File: src/verilog/swl_pkg.sv
// Shared constants and types for the sliding-window link endpoint
package swl_pkg;

  // ----------------------------------------------------------------
  // Timing
  // ----------------------------------------------------------------
  localparam int CLK_HZ        = 50_000_000;
  localparam int CYC_PER_US    = CLK_HZ / 1_000_000;
  // Acknowledge time for a full window of four, scaled by w/4
  localparam int ACK_TIME_US   = 5000;
  localparam int ACK_CYC       = ACK_TIME_US * CYC_PER_US;
  // Retransmit guard is a least time: exact count
  localparam int GUARD_TIME_US = 10000;
  localparam int GUARD_CYC     = GUARD_TIME_US * CYC_PER_US;
  // Connect time must stay strictly below the figure
  localparam int CONN_TIME_US  = 5000;
  localparam int CONN_CYC      = CONN_TIME_US * CYC_PER_US - 1;
  // Resume RR repeat period, lower end of the allowed span
  localparam int RR_RPT_US     = 5000;
  localparam int RR_RPT_CYC    = RR_RPT_US * CYC_PER_US;
  localparam int TMR_W         = 20;

  // ----------------------------------------------------------------
  // Frame coding
  // ----------------------------------------------------------------
  localparam logic [2:0] DEF_WIN  = 3'h4;
  localparam logic [2:0] MIN_WIN  = 3'h2;
  localparam logic [1:0] ST_RR    = 2'h0;
  localparam logic [1:0] ST_REJ   = 2'h1;
  localparam logic [1:0] ST_RNR   = 2'h2;
  localparam logic [1:0] ST_SREJ  = 2'h3;
  localparam logic [4:0] UM_RSET  = 5'h19;
  localparam logic [4:0] UM_UA    = 5'h06;

  // ----------------------------------------------------------------
  // Registers
  // ----------------------------------------------------------------
  localparam logic [7:0]  REG_CTRL     = 8'h00;
  localparam logic [7:0]  REG_TXQ      = 8'h04;
  localparam logic [7:0]  REG_STAT     = 8'h08;
  localparam int          CTRL_CONNECT = 0;
  localparam int          CTRL_BUSY    = 1;
  localparam int          CTRL_WIN_LSB = 2;
  localparam int          CTRL_SREJ    = 5;
  localparam int          CTRL_FE      = 6;
  localparam logic [2:0]  CTRL_WIN_RST = 3'h4;

  typedef enum logic [1:0] {
    LNK_IDLE = 2'b00,
    LNK_WAIT = 2'b01,
    LNK_UP   = 2'b11
  } swl_link_e;

  typedef enum logic [1:0] {
    KIND_I = 2'b00,
    KIND_S = 2'b01,
    KIND_U = 2'b10
  } swl_kind_e;

  typedef struct packed {
    swl_kind_e  kind;
    logic [2:0] ns;
    logic [2:0] nr;
    logic [1:0] stype;
    logic [4:0] umod;
    logic       has_cfg;
    logic [2:0] win;
    logic       srej_cap;
    logic       empty;
  } swl_frame_s;

endpackage
File: src/verilog/swl_endpoint.sv
// Sliding-window link endpoint with a classic Wishbone register slave
//
// The Wishbone register port and the address map were left to the implementer.
`timescale 1ns/1ps

// Function
// Window four by default, fixed per session
// Acknowledge within 5 ms times w/4
// Retransmit after at least 10 ms guard
// Resend reset if no answer below 5 ms
// Send number modulo 8, bump after emission
// Every I and S frame carries nr
// Track oldest unacknowledged sequence number
// Window membership test done modulo 8
// Clear all sequence variables on establishment
// Establish link by sending reset first
// Reset on unrecoverable error, flush, inform
// Reply UA; sender up on UA
// Drop all but reset before link up
// Crossed resets: both reply UA
// Reset carries all requested settings together
// Smaller window ignores reset, sends own
// Ack timer sends RR, stopped by piggyback
// Gap detected sends REJ at once
// Retransmit timer covers every I-frame
// RNR pauses peer; resume RR repeats
// Resume RR with nothing queued: empty I
// Crossed protocol offers: front end sends UA
// Supervisory types RR REJ RNR SREJ
// Reset 11001, UA 00110 modifiers
// Offered window between two and four
// Accept I-frame only when ns equals nr
// Stop new frames when window full
module swl_endpoint
  import swl_pkg::*;
#(
  parameter int ACK_CYC_P   = ACK_CYC,
  parameter int GUARD_CYC_P = GUARD_CYC,
  parameter int CONN_CYC_P  = CONN_CYC,
  parameter int RR_CYC_P    = RR_RPT_CYC
)(
  input  wire logic        clock,
  input  wire logic        nrst,
  input  wire logic        wb_cyc_i,
  input  wire logic        wb_stb_i,
  input  wire logic        wb_we_i,
  input  wire logic [7:0]  wb_adr_i,
  input  wire logic [3:0]  wb_sel_i,
  input  wire logic [31:0] wb_dat_i,
  output logic      [31:0] wb_dat_o,
  output logic             wb_ack_o,
  input  wire logic        rx_valid,
  input  wire swl_frame_s  rx_frame,
  output logic             tx_valid,
  output swl_frame_s       tx_frame,
  input  wire logic        tx_ready,
  output logic             rx_deliver,
  output logic             link_reset,
  output swl_link_e        link_state
);

  typedef struct packed {
    swl_link_e        lstate;
    logic [2:0]       win;
    logic             srej_ok;
    logic [2:0]       ns;
    logic [2:0]       nr;
    logic [2:0]       dnr;
    logic [2:0]       top;
    logic [3:0]       txq;
    logic             peer_busy;
    logic             rr_rpt;
    logic             busy_prev;
    logic [TMR_W-1:0] ack_t;
    logic [TMR_W-1:0] grd_t;
    logic [TMR_W-1:0] con_t;
    logic [TMR_W-1:0] rr_t;
    logic             pend_rset;
    logic             pend_ua;
    logic             pend_s;
    logic [1:0]       pend_stype;
    logic             pend_empty;
    logic             ua_up;
    logic             tx_valid;
    swl_frame_s       tx_frame;
    logic             wb_ack;
    logic [31:0]      wb_dat;
    logic             ctrl_busy;
    logic [2:0]       ctrl_win;
    logic             ctrl_srej;
    logic             ctrl_fe;
    logic             rx_deliver;
    logic             link_reset;
  } swl_state_s;

  swl_state_s s_q;
  swl_state_s s_d;

  // window test
  function automatic logic in_win(input logic [2:0] x, input logic [2:0] y,
                                  input logic [2:0] z);
    if (x <= z)
      in_win = (x <= y) && (y < z);
    else
      in_win = (y >= x) || (y < z);
  endfunction

  // clamp offered window
  function automatic logic [2:0] clamp_win(input logic [2:0] w);
    if (w < MIN_WIN)
      clamp_win = MIN_WIN;
    else if (w > DEF_WIN)
      clamp_win = DEF_WIN;
    else
      clamp_win = w;
  endfunction

  logic [2:0]       peer_win;
  logic [2:0]       outstanding;
  logic [TMR_W-1:0] ack_lim;
  logic             wb_req;

  assign peer_win    = rx_frame.has_cfg ? clamp_win(rx_frame.win) : DEF_WIN;
  assign outstanding = 3'(s_q.ns - s_q.dnr);
  // scale by window
  assign ack_lim     = TMR_W'((ACK_CYC_P / 4) * int'(s_q.win));
  assign wb_req      = wb_cyc_i && wb_stb_i && !s_q.wb_ack;

  always_comb
  begin
    s_d = s_q;
    s_d.rx_deliver = 1'b0;
    s_d.link_reset = 1'b0;
    s_d.busy_prev  = s_q.ctrl_busy;
    if (s_q.ack_t != '0)
      s_d.ack_t = s_q.ack_t - 1'b1;
    if (s_q.grd_t != '0)
      s_d.grd_t = s_q.grd_t - 1'b1;
    if (s_q.con_t != '0)
      s_d.con_t = s_q.con_t - 1'b1;
    if (s_q.rr_t != '0)
      s_d.rr_t = s_q.rr_t - 1'b1;

    // ----------------------------------------------------------------
    // Transmit completion
    // ----------------------------------------------------------------
    if (s_q.tx_valid && tx_ready)
    begin
      s_d.tx_valid = 1'b0;
      case (s_q.tx_frame.kind)
        KIND_I:
        begin
          // bump after emission
          s_d.ns = 3'(s_q.ns + 3'h1);
          if (s_q.ns == s_q.top)
          begin
            s_d.top = 3'(s_q.top + 3'h1);
            if (s_q.tx_frame.empty)
              s_d.pend_empty = 1'b0;
            else
              s_d.txq = 4'(s_q.txq - 4'h1);
          end
          // guard every I-frame
          s_d.grd_t = TMR_W'(GUARD_CYC_P);
          // piggyback stops ack timer
          s_d.ack_t = '0;
        end
        KIND_S:
          s_d.ack_t = '0;
        default:
        begin
          if (s_q.tx_frame.umod == UM_RSET)
            s_d.con_t = TMR_W'(CONN_CYC_P);
          else if (s_q.ua_up)
          begin
            s_d.lstate = LNK_UP;
            s_d.ua_up  = 1'b0;
          end
        end
      endcase
    end

    // ----------------------------------------------------------------
    // Wishbone slave
    // ----------------------------------------------------------------
    s_d.wb_ack = wb_req;
    s_d.wb_dat = '0;
    if (wb_req && wb_we_i && wb_sel_i[0])
    begin
      if (wb_adr_i == REG_CTRL)
      begin
        s_d.ctrl_busy = wb_dat_i[CTRL_BUSY];
        s_d.ctrl_win  = clamp_win(wb_dat_i[CTRL_WIN_LSB +: 3]);
        s_d.ctrl_srej = wb_dat_i[CTRL_SREJ];
        s_d.ctrl_fe   = wb_dat_i[CTRL_FE];
        // start or restart with a reset frame
        if (wb_dat_i[CTRL_CONNECT])
        begin
          s_d.lstate     = LNK_WAIT;
          s_d.pend_rset  = 1'b1;
          s_d.link_reset = 1'b1;
          s_d.txq        = '0;
          s_d.top        = '0;
          s_d.ns         = '0;
        end
      end
      else if (wb_adr_i == REG_TXQ)
        s_d.txq = 4'(s_d.txq + wb_dat_i[3:0]);
    end
    else if (wb_req)
    begin
      case (wb_adr_i)
        REG_CTRL: s_d.wb_dat = 32'({s_q.ctrl_fe, s_q.ctrl_srej, s_q.ctrl_win,
                                    s_q.ctrl_busy, 1'b0});
        REG_TXQ:  s_d.wb_dat = 32'(s_q.txq);
        REG_STAT: s_d.wb_dat = 32'({s_q.peer_busy, s_q.srej_ok, s_q.win, s_q.dnr,
                                    s_q.nr, s_q.ns, s_q.lstate});
        default:  s_d.wb_dat = '0;
      endcase
    end

    // ----------------------------------------------------------------
    // Receive
    // ----------------------------------------------------------------
    if (rx_valid && rx_frame.kind == KIND_U && rx_frame.umod == UM_RSET)
    begin
      // smaller local window: ignore, offer own
      if (s_q.ctrl_win < peer_win)
      begin
        // Own reset reopens establishment; up again on a UA, or after answering an acceptable reset with UA
        s_d.pend_rset = 1'b1;
        s_d.lstate    = LNK_WAIT;
        if (s_q.lstate == LNK_UP)
          s_d.link_reset = 1'b1;
      end
      else
      begin
        // answer with UA, crossed or not; protocol lists unused
        s_d.win     = peer_win;
        s_d.srej_ok = s_q.ctrl_srej && rx_frame.has_cfg && rx_frame.srej_cap;
        s_d.pend_ua = 1'b1;
        s_d.ua_up   = 1'b1;
        s_d.con_t   = '0;
        if (s_q.lstate == LNK_UP)
        begin
          s_d.lstate     = LNK_WAIT;
          s_d.link_reset = 1'b1;
        end
      end
    end
    else if (rx_valid && s_q.lstate == LNK_WAIT && rx_frame.kind == KIND_U
             && rx_frame.umod == UM_UA)
    begin
      // sender comes up on UA
      s_d.lstate  = LNK_UP;
      s_d.win     = s_q.ctrl_win;
      s_d.srej_ok = 1'b0;
      s_d.con_t   = '0;
      s_d.ua_up   = 1'b0;
    end
    // nothing else counts before the link is up
    else if (rx_valid && s_q.lstate == LNK_UP && rx_frame.kind != KIND_U)
    begin
      // update oldest unacknowledged
      if (in_win(s_q.dnr, rx_frame.nr, 3'(s_q.ns + 3'h1)))
      begin
        s_d.dnr = rx_frame.nr;
        if (rx_frame.nr != s_q.dnr)
          s_d.grd_t = TMR_W'(GUARD_CYC_P);
        if (rx_frame.nr == s_q.ns)
          s_d.grd_t = '0;
      end
      else
      begin
        // out-of-window ack cannot be recovered
        s_d.lstate     = LNK_WAIT;
        s_d.pend_rset  = 1'b1;
        s_d.link_reset = 1'b1;
        s_d.txq        = '0;
      end
      if (rx_frame.kind == KIND_I)
      begin
        if (rx_frame.ns == s_q.nr)
        begin
          // in-order accept
          s_d.nr         = 3'(s_q.nr + 3'h1);
          s_d.rx_deliver = 1'b1;
          s_d.rr_rpt     = 1'b0;
          s_d.rr_t       = '0;
          // first frame since last ack starts timer
          if (s_q.ack_t == '0)
            s_d.ack_t = ack_lim;
        end
        else
        begin
          // gap: reject naming first missing frame
          s_d.pend_s = 1'b1;
          if (s_q.srej_ok && rx_frame.ns == 3'(s_q.nr + 3'h1))
            s_d.pend_stype = ST_SREJ;
          else
            s_d.pend_stype = ST_REJ;
        end
      end
      else
      begin
        // supervisory type decode
        case (rx_frame.stype)
          ST_RNR:
            s_d.peer_busy = 1'b1;
          ST_RR:
          begin
            s_d.peer_busy = 1'b0;
            // confirm resume with empty I-frame
            if (s_q.peer_busy && s_q.txq == '0 && s_q.ns == s_q.top)
              s_d.pend_empty = 1'b1;
          end
          default:
            s_d.ns = rx_frame.nr;
        endcase
      end
    end

    // ----------------------------------------------------------------
    // Timers
    // ----------------------------------------------------------------
    // no answer: retry reset
    if (s_q.con_t == TMR_W'(1) && s_q.lstate == LNK_WAIT)
      s_d.pend_rset = 1'b1;
    // guard expiry: go back to oldest
    if (s_q.grd_t == TMR_W'(1) && s_q.lstate == LNK_UP)
      s_d.ns = s_d.dnr;
    // ack timeout sends RR
    if (s_q.ack_t == TMR_W'(1) && s_q.lstate == LNK_UP && !s_d.pend_s)
    begin
      s_d.pend_s     = 1'b1;
      s_d.pend_stype = ST_RR;
    end
    // resume RR repeated until an in-order I-frame is accepted
    if (s_q.lstate == LNK_UP && s_q.busy_prev && !s_q.ctrl_busy)
    begin
      s_d.rr_rpt     = 1'b1;
      s_d.rr_t       = TMR_W'(RR_CYC_P);
      s_d.pend_s     = 1'b1;
      s_d.pend_stype = ST_RR;
    end
    else if (s_q.rr_rpt && s_q.rr_t == TMR_W'(1))
    begin
      s_d.rr_t       = TMR_W'(RR_CYC_P);
      s_d.pend_s     = 1'b1;
      s_d.pend_stype = ST_RR;
    end

    // ----------------------------------------------------------------
    // Transmit launch: unnumbered, then supervisory, then information
    // ----------------------------------------------------------------
    if (!s_q.tx_valid)
    begin
      s_d.tx_frame    = '0;
      s_d.tx_frame.nr = s_d.nr;
      s_d.tx_frame.ns = s_q.ns;
      if (s_q.pend_rset)
      begin
        // reset offers window and capability together
        s_d.tx_valid          = 1'b1;
        s_d.tx_frame.kind     = KIND_U;
        s_d.tx_frame.umod     = UM_RSET;
        s_d.tx_frame.has_cfg  = 1'b1;
        s_d.tx_frame.win      = s_q.ctrl_win;
        s_d.tx_frame.srej_cap = s_q.ctrl_srej;
        s_d.pend_rset         = 1'b0;
        // clear sequence state for the new session
        s_d.ns = '0;
        s_d.nr = '0;
        s_d.dnr = '0;
        s_d.top = '0;
      end
      else if (s_q.pend_ua)
      begin
        s_d.tx_valid      = 1'b1;
        s_d.tx_frame.kind = KIND_U;
        s_d.tx_frame.umod = UM_UA;
        s_d.pend_ua       = 1'b0;
        s_d.ns = '0;
        s_d.nr = '0;
        s_d.dnr = '0;
        s_d.top = '0;
      end
      else if (s_q.lstate == LNK_UP && s_q.pend_s)
      begin
        // carry nr; RNR while locally busy
        s_d.tx_valid       = 1'b1;
        s_d.tx_frame.kind  = KIND_S;
        s_d.tx_frame.stype = (s_q.ctrl_busy && s_q.pend_stype == ST_RR) ? ST_RNR
                                                                       : s_q.pend_stype;
        if (!s_d.pend_s || s_q.pend_s)
          s_d.pend_s = (s_d.pend_stype != s_q.pend_stype) ? 1'b1 : 1'b0;
      end
      // window full stops new frames
      else if (s_q.lstate == LNK_UP && !s_q.peer_busy && outstanding < s_q.win
               && (s_q.ns != s_q.top || s_q.txq != '0 || s_q.pend_empty))
      begin
        s_d.tx_valid       = 1'b1;
        s_d.tx_frame.kind  = KIND_I;
        s_d.tx_frame.empty = (s_q.ns == s_q.top) && (s_q.txq == '0);
      end
    end
  end

  always_ff @(posedge clock or negedge nrst)
  begin
    if (!nrst)
    begin
      // default window of four
      s_q          <= '0;
      s_q.win      <= DEF_WIN;
      s_q.ctrl_win <= CTRL_WIN_RST;
    end
    else
      s_q <= s_d;
  end

  assign wb_dat_o   = s_q.wb_dat;
  assign wb_ack_o   = s_q.wb_ack;
  assign tx_valid   = s_q.tx_valid;
  assign tx_frame   = s_q.tx_frame;
  assign rx_deliver = s_q.rx_deliver;
  assign link_reset = s_q.link_reset;
  assign link_state = s_q.lstate;

  // ----------------------------------------------------------------
  // Checks
  // ----------------------------------------------------------------
  a_ns_after_emit: assert property (@(posedge clock) disable iff (!nrst)
    (s_q.tx_valid && tx_ready && s_q.tx_frame.kind == KIND_I)
      |=> s_q.ns == 3'($past(s_q.ns) + 3'h1))
    else $error("send number not bumped after I-frame");

  a_drop_before_up: assert property (@(posedge clock) disable iff (!nrst)
    (rx_valid && s_q.lstate != LNK_UP && rx_frame.kind == KIND_I) |=> !s_q.rx_deliver)
    else $error("frame delivered before link up");

  a_window_full: assert property (@(posedge clock) disable iff (!nrst)
    ($rose(s_q.tx_valid) && s_q.tx_frame.kind == KIND_I)
      |-> $past(3'(s_q.ns - s_q.dnr)) < s_q.win)
    else $error("I-frame launched with full window");

  a_up_seq_clear: assert property (@(posedge clock) disable iff (!nrst)
    ($rose(s_q.lstate == LNK_UP) && $past(s_q.lstate) == LNK_WAIT)
      |-> s_q.nr == '0 && s_q.dnr == '0 && s_q.ns == '0)
    else $error("sequence numbers not cleared at link up");

  a_gap_reject: assert property (@(posedge clock) disable iff (!nrst)
    (rx_valid && s_q.lstate == LNK_UP && rx_frame.kind == KIND_I
     && rx_frame.ns != s_q.nr && !s_q.srej_ok && in_win(s_q.dnr, rx_frame.nr,
     3'(s_q.ns + 3'h1)))
      |=> s_q.pend_stype == ST_REJ && (s_q.pend_s || $rose(s_q.tx_valid)))
    else $error("no reject after sequence gap");

  a_ack_start: assert property (@(posedge clock) disable iff (!nrst)
    (rx_valid && s_q.lstate == LNK_UP && rx_frame.kind == KIND_I
     && rx_frame.ns == s_q.nr && s_q.ack_t == '0 && !(s_q.tx_valid && tx_ready)
     && in_win(s_q.dnr, rx_frame.nr, 3'(s_q.ns + 3'h1)))
      |=> s_q.ack_t == $past(ack_lim))
    else $error("ack timer not started on first frame");

  a_connect_rset: assert property (@(posedge clock) disable iff (!nrst)
    (s_q.wb_ack && $past(wb_we_i && wb_adr_i == REG_CTRL && wb_sel_i[0]
     && wb_dat_i[CTRL_CONNECT]))
      |-> s_q.pend_rset || (s_q.tx_valid && s_q.tx_frame.umod == UM_RSET))
    else $error("connect did not queue a reset frame");

  a_ua_on_reset: assert property (@(posedge clock) disable iff (!nrst)
    (rx_valid && rx_frame.kind == KIND_U && rx_frame.umod == UM_RSET
     && s_q.ctrl_win >= peer_win && !s_q.pend_ua && !s_q.tx_valid && !s_q.pend_rset
     && !s_q.pend_s && s_q.txq == '0 && !s_q.pend_empty && s_q.ns == s_q.top)
      |-> ##2 (s_q.tx_valid && s_q.tx_frame.umod == UM_UA))
    else $error("acceptable reset not answered with UA");

  a_wb_ack_pulse: assert property (@(posedge clock) disable iff (!nrst)
    s_q.wb_ack |=> !s_q.wb_ack ##1 (s_q.lstate != LNK_UP || $stable(s_q.win)
      || $past(rx_valid)))
    else $error("bus ack held or window changed in session");

endmodule

File: config.mk
export PLATFORM = sky130hd
export DESIGN_NAME = swl_endpoint
export DESIGN_NICKNAME = d
export VERILOG_FILES = /design/src/verilog/swl_pkg.sv /design/src/verilog/swl_endpoint.sv
export SDC_FILE = /design/constraint.sdc
export NUM_CORES = 1
export LEC_CHECK = 0
export BUFFER_PORTS_ARGS = -buffer_cell sky130_fd_sc_hd__buf_2
export CORE_UTILIZATION = 55
export CTS_CLUSTER_SIZE = 24
export DETAILED_ROUTE_END_ITERATION = 10
export GPL_ROUTABILITY_DRIVEN = 0
export PLACE_DENSITY = 0.8
export SLEW_MARGIN = 20
export SYNTH_ARGS = -nofsm -noshare
export SYNTH_HDL_FRONTEND = slang
export SYNTH_SLANG_ARGS = --single-unit
File: constraint.sdc
create_clock -name clock -period 8.1 [get_ports clock]
set_clock_uncertainty 0.15 [all_clocks]
set_input_delay 0 -clock clock [delete_from_list [all_inputs] [get_ports clock]]
set_output_delay 0 -clock clock [all_outputs]
set_load 0.02 [all_outputs]
==> flow_summary.yaml <==
clock_tree:
  cts_hold_buf: 47
  root_buffer: "clkbuf_16"
  cts_buffers: 17
  clkSlewWorstSetupHoldPaths_ns: 0.06
  cts_resized: 0
  cts_sinks: 155
  cts_tree: "done"
  cts_htree_levels: 4
  clockBufferDepth: 2
  postCtsSetupRepairBufs: 0
  clk_latency_ns: 0.44
worst_setup_path:
  r2r_end: "s_q[155]$_DFF_PN0_"
  arrival_ns: 3.95
  r2r_cells: 12
  required_ns: 8.32
  crit_start: "tx_frame[20]$_DFFE_PN0N_"
  crit_end: "s_q[155]$_DFF_PN0_"
  critical_path_class: "reg2reg"
  rrSetupSlack_ns: 4.37
  critPathCaptureType: "flop"
  reg2reg_from: "tx_frame[20]$_DFFE_PN0N_"
  worstPathMaxFanout: 15
  startpoint_type: "flop"
logic_synthesis:
  yosysTopAreaCell: "dfrtp_1"
  synth_async_sr_flop_share_pct: 100
  ys_ff_latch: 155
  syn_inst: 957
  syn-cell-area_um2: 9040
  syn_area_per_cell_um2: 9.44
  synth_warnings: 0
  synth_top_flop_cell: "dfrtp_1"
  synthTopCellsByArea: "dfrtp_1 42%, ha_1 5.8%, xnor2_1 5.5%, buf_4 4.6%, nor2_1 4.1%"
  seq_area_frac_synth_pct: 42.9
  ys_types: 64
  synth_top_area_share_pct: 42.4
  synth-edff-count: 0
layout:
  area_delta_synth_final_pct: 15.4
  postLayoutCellArea_um2: 10400
  antennaDiodeCount: 0
  drive_above_1_share_pct: 14.2
  nNetsFinal: 1174
  layout_commonest_cell: "dfrtp_1"
  fillers: 1260
  most-common-layout-cells: "153 x dfrtp_1, 99 x nor2_1, 84 x buf_2"
detailed_routing:
  via_count: 7419
  dr.pass1.iters: 6
  final_antenna_net_count: 0
  wl_per_cell_um: 17.1
  viasPerCell: 5.78
  routed_wl_um: 22000
  post-route-drc-count: 0
  drt_iter0_drc: 514
worst_hold_path:
  hold_depth: 4
  hold_class: "in2reg"
placed_design:
  placed_area_um2: 9370
  port_buffers: 85
  dpl_worst_slack_ns: 4.69
  dp_hpwl_um: 14600
floorplan:
  row_count: 46
  die_h_um: 130
  pin_count: 131
  core_area_um2: 15900
  start_util_pct: 56.7
  dieWidth_um: 130
  dieArea_um2: 16900
global_routing:
  grt_pass1_wl_um: 35100
  grt_max_degree: 91
  grt_usage_pct: 27.2
  grt_pass1_vias: 7150
  grt-ovfl-total: 0
  antenna_found_initial: 0
power:
  power_density_nw_per_um2: 267
  p_leak_nw: 4.71
  peakVddDrop_v: 0.000173
timing:
  worst_slack_ns: 4.37
  tns_ns: 0
  final.min_clock_period_ns: 3.73
  relSlewSlack_pct: 33.3
  setup_viol: 0
  rsz0062_at_grt: "no"
  period_share_pct: 46.0
  slew_viol_final: 0
  holdWs_ns: 0.00936
  worst_slew_pin_slew_ns: 0.993
  hold_viol: 0
  max_freq_mhz: 268
flow_run:
  cap_viol_max_count: 0
run_status:
  status: "completed"
sequential cells by signal (all words and copies together), names as in the netlist:
name and count:
s_d 1, tx_frame 17, rx_deliver 1, link_reset 1, wb_dat_o 16, tx_valid 1
s_q 115, link_state 2, wb_ack_o 1
stage by stage:
stage          total power [mW]  std cells  util [%]
3_3_place_gp               1.93       1205      58.8
4_1_cts                    2.78       1284      65.4
2_1_floorplan              1.76        972         -
3_5_place_dp               1.97       1205      58.8
6_report                   2.79       1284      65.4
5_1_grt                    2.96       1284      65.4
worst min-delay path by stage:
stage	from	to	slack, ns
finish	rx_frame[7]	link_reset$_DFF_PN0_	0.009
global route	rx_frame[8]	link_reset$_DFF_PN0_	0.05
CTS	rx_frame[7]	link_reset$_DFF_PN0_	0.003
detailed placement	nrst	s_q[79]$_DFF_PN0_	-0.02
global placement	nrst	s_q[80]$_DFF_PN0_	-0.03
floorplan	nrst	link_reset$_DFF_PN0_	-0.45
cells in the mapped netlist, drive strengths merged, types with 2 or more instances:
cell type  number
nor2           99
or3            11
inv            39
nand2          66
a32o            2
a211oi          3
or2             9
nor4b           3
nor4           25
nand2b          8
xor2           25
mux2i          20
a31oi           8
nor3b          11
o31ai           7
buf            56
or4            13
o21ai          49
nand3b          8
a21oi          46
nand4          14
xnor2          57
a22o            3
o22ai           5
o21a            2
and2           13
clkbuf         20
nor4bb          2
nand4b          2
fa              5
o311ai          3
dfrtp         153
dfstp           2
a21o            9
nor2b          15
o41ai           2
nor3           45
nand3          24
mux2            8
ha             42
and3            5
and4            2
and3b           3
power by group:
group / total, mW / switching [mW] / internal, mW / leakage [nW]
sequential: 1.12 / 0.181 / 0.936 / 1.94
clock: 0.782 / 0.318 / 0.464 / 0.275
combinational: 0.888 / 0.514 / 0.374 / 2.49
routing by layer:
| metal | up-vias | wire, um | track usage, % |
|---|---|---|---|
| li1 | 3476 | - | - |
| met5 | - | 0 | 0 |
| met4 | 0 | 814 | 14.8 |
| met1 | 3576 | 9010 | 33.3 |
| met3 | 65 | 1470 | 6.31 |
| met2 | 302 | 10700 | 44.6 |
cell families after synthesis:
group           Yosys count  share of synthesized area, %
mux                      28                          3.21
compound gates          151                          10.1
simple gates            378                          21.7
xor+xnor                 82                          7.95
buf+inv                 115                          7.14
fa+ha+maj                47                          6.92
other cells               1                        0.0415
flops                   155                          42.9
critical path, stage by stage (launching register included):
cell and delay, ns:
dfrtp_1 0.44, nor4bb_2 0.30, buf_4 0.27, nand4_1 0.30, nor2_1 0.28, xnor2_1 0.21
ha_1 0.23, inv_1 0.06, fa_1 0.42, xnor2_1 0.16, nand2_1 0.06, a21boi_0 0.20
dlygate4sd3_1 0.57
cell type report:
cell class	instances	area, um^2	share of cell area (%)
Clock buffer	24	502	4.81
Inverter	39	146	1.40
Timing Repair Buffer	140	962	9.23
Multi-Input combinational cell	702	4580	44.0
Clock inverter	8	82.6	0.792
Tap cell	216	270	2.59
Sequential cell	155	3880	37.2
Note: power is estimated with default switching activity, not from simulation.
